[config.mk]
export PLATFORM = sky130hd
export DESIGN_NAME = system_clock_prescaler_pll_ctrl
export DESIGN_NICKNAME = d
export VERILOG_FILES = /design/src/system_clock_prescaler_pll_ctrl.v
export VERILOG_INCLUDE_DIRS = /design/src
export SDC_FILE = /design/constraint.sdc
export NUM_CORES = 1
export LEC_CHECK = 0
export BUFFER_PORTS_ARGS = -buffer_cell sky130_fd_sc_hd__buf_2
export CAP_MARGIN = 10
export CORE_AREA = 4 4 119 121
export DETAILED_ROUTE_END_ITERATION = 7
export DIE_AREA = 0 0 123 125
export PLACE_DENSITY = 0.67
export RECOVER_POWER = 25
export SLEW_MARGIN = 20
export SYNTH_ARGS = -nofsm -noshare
export SYNTH_HDL_FRONTEND = slang
export SYNTH_SLANG_ARGS = --single-unit
[constraint.sdc]
create_clock -name mclk -period 4.4 [get_ports mclk]
set_clock_uncertainty 0.05 [all_clocks]
set_input_delay 0.44 -clock mclk [delete_from_list [all_inputs] [get_ports mclk]]
set_output_delay 0.44 -clock mclk [all_outputs]
set_load 0.03 [all_outputs]
[src/system_clock_map.vh]
`ifndef SYSTEM_CLOCK_MAP_VH
`define SYSTEM_CLOCK_MAP_VH

// register offsets on the plain register port
`define PLL_CTRL_ADDR        8'h49
`define DIV_CTRL_ADDR        8'h61
`define TRIM_ADDR            8'h66

// divider control fields
`define DIV_CE_BIT           7
`define DIV_UNLOCK_VALUE     8'h80
`define DIV_SEL_RESET        4'h0
`define DIV_SEL_RESET_DIV8   4'h3
`define DIV_SEL_MAX          4'h8
`define UNLOCK_WINDOW_CK     3'h4

// pll control fields
`define PLL_FACTOR_BIT       2
`define PLL_ENABLE_BIT       1
`define PLL_LOCK_BIT         0
`define PLL_CTRL_RESET       8'h00

// clock source fuse codes
`define SRC_EXT_CLOCK        4'h0
`define SRC_PLL_EXT_CLK      4'h1
`define SRC_RC_OSC           4'h2
`define SRC_PLL_RC           4'h3
`define SRC_PLL_EXT_OSC      4'h5

// start-up fuse codes
`define SUT_BOD              2'h0
`define SUT_FAST             2'h1
`define SUT_SLOW             2'h2

// timing
`define MCLK_PERIOD_NS       100
`define MCLK_FREQ_HZ         10000000
`define WDT_FREQ_HZ          128000
`define STARTUP_BASE_CK      20'h0000E
`define WAKE_CK              20'h00006
`define FAST_DELAY_US        4100
`define SLOW_DELAY_US        65000
`define PLL_LOCK_US          100000

`endif

[src/system_clock_prescaler_pll_ctrl.v]
// Decided for this implementation: the strobed register port.
`timescale 1ns/1ps
`default_nettype none

`include "system_clock_map.vh"

// Functional notes
// - watchdog tick from fixed 128 kHz source
// - fuse code 0000 runs from external clock
// - wake 6 CK, reset 14 CK plus delay
// - clock output fuse drives pin, even in reset
// - output pin carries the divided clock; divide-by-1 gives a steady high
// - cpu, flash and io divided together
// - division changes only at period boundaries
// - new factor active after old plus new period
// - change enable set only by exact 0x80
// - change enable clears after four cycles
// - rewriting unlock neither extends nor clears window
// - reset loads factory trim, software may rewrite
// - trim bit 7 picks the frequency range
// - low seven trim bits tune within range
// - pll factor bit picks 64 or 32 MHz
// - pll enable starts pll and rc oscillator
// - lock flag set after lock time
// - select codes 0 to 8 give 1 to 256
// - reset select follows divide-by-eight fuse
module system_clock_prescaler_pll_ctrl #(
   parameter [19:0] FAST_DELAY_CYCLES =
      (`FAST_DELAY_US * 1000 + `MCLK_PERIOD_NS - 1) / `MCLK_PERIOD_NS,
   parameter [19:0] SLOW_DELAY_CYCLES =
      (`SLOW_DELAY_US * 1000 + `MCLK_PERIOD_NS - 1) / `MCLK_PERIOD_NS,
   parameter [19:0] PLL_LOCK_CYCLES   =
      (`PLL_LOCK_US * 1000 + `MCLK_PERIOD_NS - 1) / `MCLK_PERIOD_NS
) (
   input  wire       mclk,
   input  wire       rst,
   input  wire [7:0] address,
   input  wire [7:0] writeData,
   input  wire       writeStrobe,
   input  wire       readStrobe,
   output reg  [7:0] readData,
   input  wire [3:0] clockSourceSelectFuses,
   input  wire [1:0] startupTimeFuses,
   input  wire       clockOutputFuse,
   input  wire       divideByEightFuse,
   input  wire [7:0] factoryTrim,
   input  wire       powerDownEnter,
   input  wire       wakeEvent,
   output reg        systemClockEnable,
   output reg        coreRunning,
   output reg        clockOutputPin,
   output reg        clockOutputEnable,
   output reg        externalClockSelected,
   output reg  [7:0] rcOscillatorTrim,
   output reg        rcOscillatorRunning,
   output reg        pllRunning,
   output reg        pllFactorSelect,
   output reg        pllLockedFlag,
   output reg        watchdogTick
);

   // start-up sequencer states
   localparam [2:0] ST_DELAY = 3'h0;
   localparam [2:0] ST_RUN   = 3'h1;
   localparam [2:0] ST_SLEEP = 3'h2;
   localparam [2:0] ST_WAKE  = 3'h3;

   // watchdog divider end count, rounded down
   localparam integer WDT_DIV  = `MCLK_FREQ_HZ / `WDT_FREQ_HZ;
   localparam [6:0]   WDT_LAST = WDT_DIV[6:0] - 7'h01;

   // last count of one divided period; reserved codes fall back to 256
   function [7:0] periodMax;
      input [3:0] sel;
      reg   [8:0] span;
      begin
         // one bit wider so the 256 factor fits before the cut
         span = (9'h001 << sel) - 9'h001;
         if (sel > `DIV_SEL_MAX) begin
            periodMax = 8'hFF;
         end else begin
            periodMax = span[7:0];
         end
      end
   endfunction

   // lowest count that still holds the output high; below it the second half is low
   function [7:0] halfMark;
      input [3:0] sel;
      reg   [7:0] pm;
      begin
         pm = periodMax(sel);
         halfMark = {1'b0, pm[7:1]} + {7'h00, pm[0]};
      end
   endfunction

   // fuse codes that make the pll the system clock
   function pllIsSource;
      input [3:0] code;
      begin
         pllIsSource = (code == `SRC_PLL_RC) || (code == `SRC_PLL_EXT_OSC) ||
                       (code == `SRC_PLL_EXT_CLK);
      end
   endfunction

   // fuse synchronisers; fuses are static, but still come from outside
   reg  [15:0] fuseMeta;
   reg  [15:0] fuseSync;
   wire [7:0]  trimFuse     = fuseSync[15:8];
   wire [3:0]  ckselFuse    = fuseSync[7:4];
   wire [1:0]  sutFuse      = fuseSync[3:2];
   wire        ckoutFuse    = fuseSync[1];
   wire        div8Fuse     = fuseSync[0];

   always @(posedge mclk) begin
      fuseMeta <= {factoryTrim, clockSourceSelectFuses, startupTimeFuses,
                   clockOutputFuse, divideByEightFuse};
      fuseSync <= fuseMeta;
   end

   // reset age; the divider waits until the fuse sync has settled
   reg [2:0] rstPipe;

   always @(posedge mclk) begin
      rstPipe <= {rstPipe[1:0], rst};
   end

   wire [3:0] resetSel = div8Fuse ? `DIV_SEL_RESET_DIV8 : `DIV_SEL_RESET;

   // bus decode
   wire wrDiv  = writeStrobe && (address == `DIV_CTRL_ADDR);
   wire wrPll  = writeStrobe && (address == `PLL_CTRL_ADDR);
   wire wrTrim = writeStrobe && (address == `TRIM_ADDR);

   // divider select register with timed unlock
   reg [3:0] divSel;
   reg       changeEnable;
   reg [2:0] window;

   always @(posedge mclk) begin
      if (rst) begin
         divSel       <= resetSel;
         changeEnable <= 1'b0;
         window       <= 3'h0;
      end else begin
         // timeout runs regardless of rewrites, so it cannot be stretched
         if (changeEnable) begin
            window <= window - 3'h1;
            if (window == 3'h1) begin
               changeEnable <= 1'b0;
            end
         end
         if (wrDiv && (writeData == `DIV_UNLOCK_VALUE)) begin
            if (!changeEnable) begin
               changeEnable <= 1'b1;
               window       <= `UNLOCK_WINDOW_CK;
            end
         end else if (wrDiv && changeEnable && !writeData[`DIV_CE_BIT]) begin
            divSel       <= writeData[3:0];
            changeEnable <= 1'b0;
            window       <= 3'h0;
         end
      end
   end

   // prescaler counter; a new factor is picked up only when the
   // current period ends, so no short or fast period can appear
   reg  [3:0] activeSel;
   reg  [7:0] divCount;
   reg  [3:0] next_activeSel;
   reg  [7:0] next_divCount;

   always @* begin
      next_activeSel = activeSel;
      next_divCount  = divCount - 8'h01;
      if (divCount == 8'h00) begin
         next_activeSel = rst ? resetSel : divSel;
         next_divCount  = periodMax(next_activeSel);
      end
   end

   // run-or-hold form: an unknown reset age at power-up falls to the hold branch
   always @(posedge mclk) begin
      if (!rst || rstPipe[2]) begin
         activeSel <= next_activeSel;
         divCount  <= next_divCount;
      end else begin
         activeSel <= resetSel;
         divCount  <= 8'h00;
      end
   end

   // start-up and wake sequencing
   reg  [2:0]  state;
   reg  [2:0]  next_state;
   reg  [19:0] seqCount;
   reg  [19:0] next_seqCount;
   reg  [19:0] resetDelay;

   // additional reset delay by start-up fuses; reserved code takes the longest
   always @* begin
      case (sutFuse)
         `SUT_BOD:  resetDelay = `STARTUP_BASE_CK;
         `SUT_FAST: resetDelay = `STARTUP_BASE_CK + FAST_DELAY_CYCLES;
         `SUT_SLOW: resetDelay = `STARTUP_BASE_CK + SLOW_DELAY_CYCLES;
         default:   resetDelay = `STARTUP_BASE_CK + SLOW_DELAY_CYCLES;
      endcase
   end

   always @* begin
      next_state    = state;
      next_seqCount = seqCount + 20'h00001;
      case (state)
         ST_DELAY: begin
            if (seqCount >= resetDelay - 20'h00001) begin
               next_state    = ST_RUN;
               next_seqCount = 20'h00000;
            end
         end
         ST_RUN: begin
            next_seqCount = 20'h00000;
            if (powerDownEnter) begin
               next_state = ST_SLEEP;
            end
         end
         ST_SLEEP: begin
            next_seqCount = 20'h00000;
            if (wakeEvent) begin
               next_state = ST_WAKE;
            end
         end
         ST_WAKE: begin
            if (seqCount >= `WAKE_CK - 20'h00001) begin
               next_state    = ST_RUN;
               next_seqCount = 20'h00000;
            end
         end
         default: begin
            next_state    = ST_DELAY;
            next_seqCount = 20'h00000;
         end
      endcase
   end

   always @(posedge mclk) begin
      if (rst) begin
         state    <= ST_DELAY;
         seqCount <= 20'h00000;
      end else begin
         state    <= next_state;
         seqCount <= next_seqCount;
      end
   end

   // one shared enable for cpu, flash and io keeps them in step
   always @(posedge mclk) begin
      if (rst) begin
         systemClockEnable <= 1'b0;
         coreRunning       <= 1'b0;
      end else begin
         systemClockEnable <= (next_divCount == 8'h00) && (next_state == ST_RUN);
         coreRunning       <= (next_state == ST_RUN);
      end
   end

   // clock output pin runs in reset too; divide-by-1 shows a steady high
   always @(posedge mclk) begin
      clockOutputEnable <= ckoutFuse;
      if (ckoutFuse) begin
         clockOutputPin <= (next_divCount >= halfMark(next_activeSel));
      end else begin
         clockOutputPin <= 1'b0;
      end
   end

   // source status
   always @(posedge mclk) begin
      if (rst) begin
         externalClockSelected <= 1'b0;
      end else begin
         externalClockSelected <= (ckselFuse == `SRC_EXT_CLOCK);
      end
   end

   // rc trim: bit 7 range, bits 6:0 tune, driven straight to the oscillator
   always @(posedge mclk) begin
      if (rst) begin
         rcOscillatorTrim <= trimFuse;
      end else if (wrTrim) begin
         rcOscillatorTrim <= writeData;
      end
   end

   // pll control; the enable reads one while the pll is the source
   reg        pllEnableBit;
   reg [19:0] lockCount;
   wire       pllOn = pllEnableBit || pllIsSource(ckselFuse);

   always @(posedge mclk) begin
      if (rst) begin
         pllEnableBit    <= |(`PLL_CTRL_RESET & (8'h01 << `PLL_ENABLE_BIT));
         pllFactorSelect <= |(`PLL_CTRL_RESET & (8'h01 << `PLL_FACTOR_BIT));
      end else if (wrPll) begin
         pllEnableBit    <= writeData[`PLL_ENABLE_BIT];
         pllFactorSelect <= writeData[`PLL_FACTOR_BIT];
      end
   end

   // lock timer restarts whenever the pll is switched off
   always @(posedge mclk) begin
      if (rst || !pllOn) begin
         lockCount     <= 20'h00000;
         pllLockedFlag <= 1'b0;
      end else if (lockCount >= PLL_LOCK_CYCLES - 20'h00001) begin
         pllLockedFlag <= 1'b1;
      end else begin
         lockCount <= lockCount + 20'h00001;
      end
   end

   always @(posedge mclk) begin
      if (rst) begin
         pllRunning          <= 1'b0;
         rcOscillatorRunning <= 1'b0;
      end else begin
         pllRunning          <= pllOn;
         rcOscillatorRunning <= pllOn || (ckselFuse == `SRC_RC_OSC);
      end
   end

   // watchdog tick; counts the undivided clock so the prescaler never
   // slows it; a real part has its own oscillator here
   reg [6:0] wdtCount;

   always @(posedge mclk) begin
      if (rst) begin
         wdtCount     <= 7'h00;
         watchdogTick <= 1'b0;
      end else if (wdtCount == WDT_LAST) begin
         wdtCount     <= 7'h00;
         watchdogTick <= 1'b1;
      end else begin
         wdtCount     <= wdtCount + 7'h01;
         watchdogTick <= 1'b0;
      end
   end

   // read port, data one cycle after the strobe; unmapped reads zero
   always @(posedge mclk) begin
      if (rst) begin
         readData <= 8'h00;
      end else if (readStrobe) begin
         case (address)
            `DIV_CTRL_ADDR: readData <= {changeEnable, 3'h0, divSel};
            `TRIM_ADDR:     readData <= rcOscillatorTrim;
            `PLL_CTRL_ADDR: readData <= {5'h00, pllFactorSelect, pllOn,
                                         pllLockedFlag};
            default:        readData <= 8'h00;
         endcase
      end else begin
         readData <= 8'h00;
      end
   end

endmodule

`default_nettype wire

==> summary.txt, run 1 <==
Skew-Pair Late Insertion Delay - 0.42 ns
worst vdd ir - 345 uV
global route overflow - 0
Clock Pin Slew Worst Setup and Hold Paths - 0.06 ns
Buffers on Ports - 63
WHS Path Cells - 1
n_diodes - 0
Starting DRT DRC Count - 343
layout cells sized above 1 - 16.6%
combined area of the multi-input logic cells - 2930 um^2
Die Y - 125 um
status - finished clean
clock root cell - clkbuf_16
CTS buffer count - 17
Seq/Total Area, Yosys - 47.4%
CP arrival - 4.31 ns
post-route clock period utilization - 92.4%
Mapped Avg Cell Area - 9.50 um^2
Tot Pwr - 3.61 mW
Syn. warnings - 0
Avg WL per Cell - 14.6 um
Synth Cell Area - 5830 um^2
fin area - 6910 um^2
fillcell total - 1175
sum of negative setup slack - 0 ns
worst path required time - 4.65 ns
die width - 123 um
area delta synth->final - 18.5%
Via density - 5.31
I/O Pins - 64
unrepaired setup endpoints after global routing - false
Post-synth EDFFs - 12
CTS tree - built
Worst setup startpoint - divCount[0]
Yosys top cell area share - 41.2%
CP Launch Type - register
First-pass DRT Iterations - 4
synthesized net count - 683
Yosys reg bits - 132
Post-CTS Setup Inserts - 0
htree depth - 4
CTS Sinks - 132
die area - 15400 um^2
# setup viols final - 0
ANT nets after route - 0
area leader, netlist - dfxtp_1
global-route wire length before repair - 21100 um
ys flop type - dfxtp_1
Least-Margin Pin Slew - 0.744 ns
hold_buf cts - 0
Setup Crit Path Kind - register to register
FF-to-FF End - clockOutputPin
Crit Path Max Fanout - 14
placer congestion estimate - 0.835
Initial Util - 44.5%
vias in the first global route - 4545
Inst Count DP - 837
max cap viols - 0
Hold Path End - fuseMeta[14]
fmax - 246 MHz
final WL - 12700 um
Reg area - 2760 um^2
Hold Crit Class - input pin to register
cell count after synthesis - 613
top post-synthesis cells by area - dfxtp_1 (41%), ha_1 (6.9%), edfxtp_1 (6.2%)
hold_sp - factoryTrim[6]
fin crit period - 4.06 ns
Reg-to-Reg Start - divCount[0]
CP endpoint kind - register
Final Util - 52.8%
gr usage total - 17.0%
Final Max Slew Viols - 0
final non-filler cell total - 869
final hold vios - 0
Pwr per Cell Area - 523 nW/um^2
Total Nets Final - 750
DRC violations left - 0
hpwl dp - 9210 um
initial antenna violation count - 0
Slew HR - 50.2%
reg-to-reg setup timing slack - 0.34 ns
asr flop ratio synth - 0%
Lkg Pwr - 2.88 nW
largest net degree at the start of global routing - 35
std cell rows - 42
Placed Area - 6300 um^2
Reg2Reg Depth - 17
core area - 13100 um^2
total number of vias - 4618
Yosys cell types - 68
clk buf depth - 2
[registers in the layout, indices dropped and copies added (netlist names), 3 cells and up]
name              flops
lockCount            20
seqCount             20
fuseMeta             16
fuseSync             16
divCount              8
rcOscillatorTrim      8
readData              8
wdtCount              7
activeSel             4
divSel                4
rstPipe               3
state                 3
window                3
[cell usage in the layout, fill, tap and decap left out, drive strengths merged, types with 3 or more instances in the layout]
cell type / n
a211oi: 4
a21o: 7
a21oi: 25
a222oi: 3
a31oi: 3
and2: 4
and3: 19
and4: 5
and4b: 5
buf: 65
clkbuf: 19
clkinv: 4
dfxtp: 120
edfxtp: 12
ha: 32
inv: 27
mux2: 7
mux2i: 4
nand2: 50
nand2b: 8
nand3: 20
nand3b: 4
nand4: 8
nor2: 77
nor2b: 15
nor3: 16
nor3b: 4
nor4: 3
o2111ai: 3
o211ai: 6
o21ai: 25
or2: 3
or3: 7
or4: 7
xnor2: 12
xor2: 27
[worst max-delay path by stage]
stage / end / slack, ns / cells after the start
after floorplan: clockOutputPin / 0.59 / 18
after detailed placement: clockOutputPin / 0.07 / 17
after global placement: clockOutputPin / 0.28 / 17
final: clockOutputPin / 0.34 / 17
after global routing: clockOutputPin / 0.02 / 17
after CTS: clockOutputPin / 0.04 / 17
[cell usage after synthesis, drive strengths merged (5+ instances only)]
cell type  instances
buf                5
clkbuf            12
and4b              5
and3              19
or4                7
nand2             50
nand3             20
dfxtp            120
xor2              27
nand2b             8
a21o               7
nand4              8
nor2              77
mux2               7
ha                32
and4               5
nor3              16
inv               22
o211ai             6
xnor2             12
o21ai             25
a21oi             25
or3                7
nor2b             15
edfxtp            12
[critical path, cell delays in order (launching register included)]
cell	delay [ns]
dfxtp_1	0.39
inv_1	0.08
ha_1	0.23
nor3b_2	0.19
nand2_2	0.30
mux2i_4	0.35
and2_1	0.25
and2_1	0.19
inv_1	0.05
ha_1	0.33
xor2_1	0.17
xnor2_1	0.14
and3_1	0.21
a311oi_1	0.23
ha_1	0.29
a21o_1	0.19
a211oi_1	0.23
a21oi_1	0.09
[metrics by stage]
| step | hold WS, ns | setup slack (ns) |
|---|---|---|
| 6_report | 0.0761 | 0.336 |
| 5_1_grt | 0.0514 | 0.0233 |
| 4_1_cts | 0.0574 | 0.0413 |
| 3_5_place_dp | 0.263 | 0.0730 |
| 3_3_place_gp | 0.260 | 0.275 |
| 2_1_floorplan | 0.260 | 0.593 |
[where the power goes]
| group | switching, mW | leakage [nW] | internal [mW] |
|---|---|---|---|
| logic | 0.482 | 1.50 | 0.382 |
| registers | 0.0669 | 1.10 | 1.30 |
| clock network | 0.540 | 0.277 | 0.843 |
| total | 1.09 | 2.88 | 2.52 |
[cell type report]
type,count,area share [%]
inverter,22,1.20
timing repair buffer,65,4.78
tap,176,3.19
clock inverter,13,2.16
multi-input combinational,442,42.4
clock buffer,19,6.27
sequential,132,40.0
[metal layers]
metal,GRT usage [%],wire (um),vias up
li1,-,-,2322
met1,21.2,5800,2191
met2,28.0,6160,81
met3,5.33,537,24
met4,5.54,218,0
met5,0,0,-
[cell families (layout without fill, tap and decap cells)]
kind of cell               after synthesis  after routing  synth area share (%)
muxes                                   11             11                  2.26
DFF                                    132            132                  47.4
xor gates and xnor gates                39             39                  5.86
AOI/OAI and AO/OA                      100            100                  11.7
and+or+nand+nor                        259            259                  23.1
adders and majority gates               32             32                  6.87
other                                    1              1                0.0644
buffers and inverters                   39            119                  2.68
[timing repair]
action,in CTS,in global routing
gates resized for setup,0,4
endpoints found under the hold margin,0,0
endpoints found under the setup margin,0,1
Note: power is estimated with default switching activity, not from simulation.
==> run 2: changes to the inputs <==
--- a/config.mk
+++ b/config.mk
@@ -6,11 +6,12 @@
 export SDC_FILE = /design/constraint.sdc
 export NUM_CORES = 1
 export LEC_CHECK = 0
+export ABC_AREA = 1
 export BUFFER_PORTS_ARGS = -buffer_cell sky130_fd_sc_hd__buf_2
 export CAP_MARGIN = 10
-export CORE_AREA = 4 4 119 121
+export CORE_AREA = 4 4 124 126
 export DETAILED_ROUTE_END_ITERATION = 7
-export DIE_AREA = 0 0 123 125
+export DIE_AREA = 0 0 128 130
 export PLACE_DENSITY = 0.67
 export RECOVER_POWER = 25
 export SLEW_MARGIN = 20
==> summary.txt, run 2 <==
Seq/Total Area, Yosys - 43.4%
# setup viols final - 0
FF-to-FF End - clockOutputPin
First-pass DRT Iterations - 5
final WL - 13600 um
Starting DRT DRC Count - 265
Least-Margin Pin Slew - 0.855 ns
global-route wire length before repair - 22700 um
CTS buffer count - 17
unrepaired setup endpoints after global routing - false
worst path required time - 4.71 ns
cell mode on critical path - nand2_1
post-synthesis xor/xnor area fraction - 3.71%
I/O Pins - 64
Synth Cell Area - 6370 um^2
Initial Util - 44.5%
Yosys cell types - 51
area delta synth->final - 16.5%
Crit Path Max Fanout - 21
area leader, netlist - dfxtp_1
main combinational cell family by area after synthesis - simple AND/OR/NAND/NOR gates
Hold Crit Class - input pin to register
placer congestion estimate - 0.857
most frequent cells in the layout - nand2_1 (174), dfxtp_1 (120), inv_1 (102)
Reg2Reg Depth - 23
hold_buf cts - 0
Die Y - 130 um
std cell rows - 44
Crit-path slowest cell - clkbuf_1
layout cells sized above 1 - 16.3%
CP endpoint kind - register
Setup Crit Path Kind - input pin to register
top post-synthesis cells by count - nand2_1 (174), dfxtp_1 (120), inv_1 (102), nor2_1 (96), nand3_1 (44)
ANT nets after route - 0
Compound-Gate Fraction of Synth Area - 8.27%
sum of negative setup slack - 0 ns
most common cell after layout, fill and taps aside - nand2_1
gr usage total - 16.9%
global route overflow - 0
family with the most delay on the worst path - simple AND/OR/NAND/NOR gates
hpwl dp - 10100 um
cells along the critical path - clkbuf_1 > buf_4 > inv_4 > nand2_2 > nand2_2 > nand2_4 > nand2_2 > nor3_1 > inv_1 > ha_1 > nand2_1 > nand2_1 > nor2_2 > nand4_1 > nand2_1 > inv_1 > ha_1 > nand2_1 > nor2_1 > nand4_1 > o2111ai_1 > nand2_1 > inv_1
worst vdd ir - 334 uV
largest net degree at the start of global routing - 23
Post-CTS Setup Inserts - 0
reg-to-reg setup timing slack - 0.99 ns
Skew-Pair Late Insertion Delay - 0.42 ns
top flop regs - lockCount x20, seqCount x20
hold slack - 0.0685 ns
Placed Area - 6850 um^2
post-route clock period utilization - 79.2%
cell count after synthesis - 818
max cap viols - 0
CTS tree - built
hold_sp - startupTimeFuses[1]
Mapped Avg Cell Area - 7.79 um^2
n_diodes - 0
CP arrival - 3.79 ns
Adder-Cell Fraction of Synth Area - 6.29%
clock root cell - clkbuf_16
Clock Pin Slew Worst Setup and Hold Paths - 0.06 ns
most frequent cell after synthesis - nand2_1
WHS Path Cells - 1
Buffers on Ports - 63
Lkg Pwr - 3.26 nW
post-cts sizing count - 0
post-synthesis mux area share - 0%
crit path buf inv count - 6
vias in the first global route - 5004
Yosys reg bits - 132
fin crit period - 3.48 ns
slowest stage delay, CP - 0.48 ns
asr flop ratio synth - 0%
Avg WL per Cell - 12.5 um
die width - 128 um
post-synthesis simple-gate area fraction - 30.5%
core area - 14300 um^2
Worst setup startpoint - rst
Post-synth EDFFs - 12
Hold Path End - fuseMeta[3]
fmax - 287 MHz
top post-synthesis cells by area - dfxtp_1 (38%), nand2_1 (10%), ha_1 (6.3%)
initial antenna violation count - 0
Slew HR - 42.8%
ys flop type - dfxtp_1
synthesized net count - 888
clk buf depth - 2
Syn. warnings - 0
die area - 16600 um^2
CP Launch Type - input pin
final hold vios - 0
Yosys top cell area share - 37.7%
status - finished clean
htree depth - 4
Final Max Slew Viols - 0
Reg-to-Reg Start - divCount[0]
Via density - 4.92
fin area - 7420 um^2
Pwr per Cell Area - 503 nW/um^2
total number of vias - 5339
Total Nets Final - 959
CTS Sinks - 132
DRC violations left - 0
## run 2: cell families (layout without fill, tap and decap cells)
| family | after synthesis | in the layout |
|---|---|---|
| AOI/OAI and AO/OA | 88 | 88 |
| xor gates and xnor gates | 27 | 27 |
| adders and majority gates | 32 | 32 |
| buffers and inverters | 124 | 208 |
| DFF | 132 | 132 |
| other | 1 | 1 |
| and+or+nand+nor | 414 | 414 |
## run 2: power breakdown
group / internal, mW / switching, mW
logic: 0.380 / 0.667
clock network: 0.795 / 0.551
registers: 1.30 / 0.0403
total: 2.47 / 1.26
## run 2: metrics by stage
stage / std cells / worst slack (ns) / power [mW] / util [%]
finish: 1086 / 0.917 / 3.73 / 51.8
global placement: 1054 / 0.967 / 2.39 / 47.9
floorplan: 818 / 1.49 / 2.19 / -
global route: 1086 / 0.553 / 3.99 / 51.8
detailed placement: 1054 / 0.806 / 2.41 / 47.9
CTS: 1086 / 0.997 / 3.77 / 51.8
## run 2: worst max path at each step
stage                      to  cells after the start  slack (ns)
2_1_floorplan  clockOutputPin                     24        1.49
3_3_place_gp   clockOutputPin                     23        0.97
3_5_place_dp   clockOutputPin                     23        0.81
4_1_cts        clockOutputPin                     23         1.0
5_1_grt        clockOutputPin                     23        0.55
6_report       clockOutputPin                     23        0.92
## run 2: final cells by class
| cell class | count | area [um^2] |
|---|---|---|
| inverter | 112 | 423 |
| tap | 184 | 230 |
| multi-input combinational | 562 | 3120 |
| timing repair buffer | 64 | 322 |
| clock buffer | 18 | 439 |
| clock inverter | 14 | 125 |
| fill | 1394 | 6890 |
| sequential | 132 | 2760 |
## run 2: metal layers
metal  vias to the layer above  GRT usage, %  routed length (um)
met5                         -             0                   0
met4                         0          7.43                 362
met3                        26          3.97                 537
met2                       100          27.4                6460
met1                      2407          21.5                6260
li1                       2806             -                   -
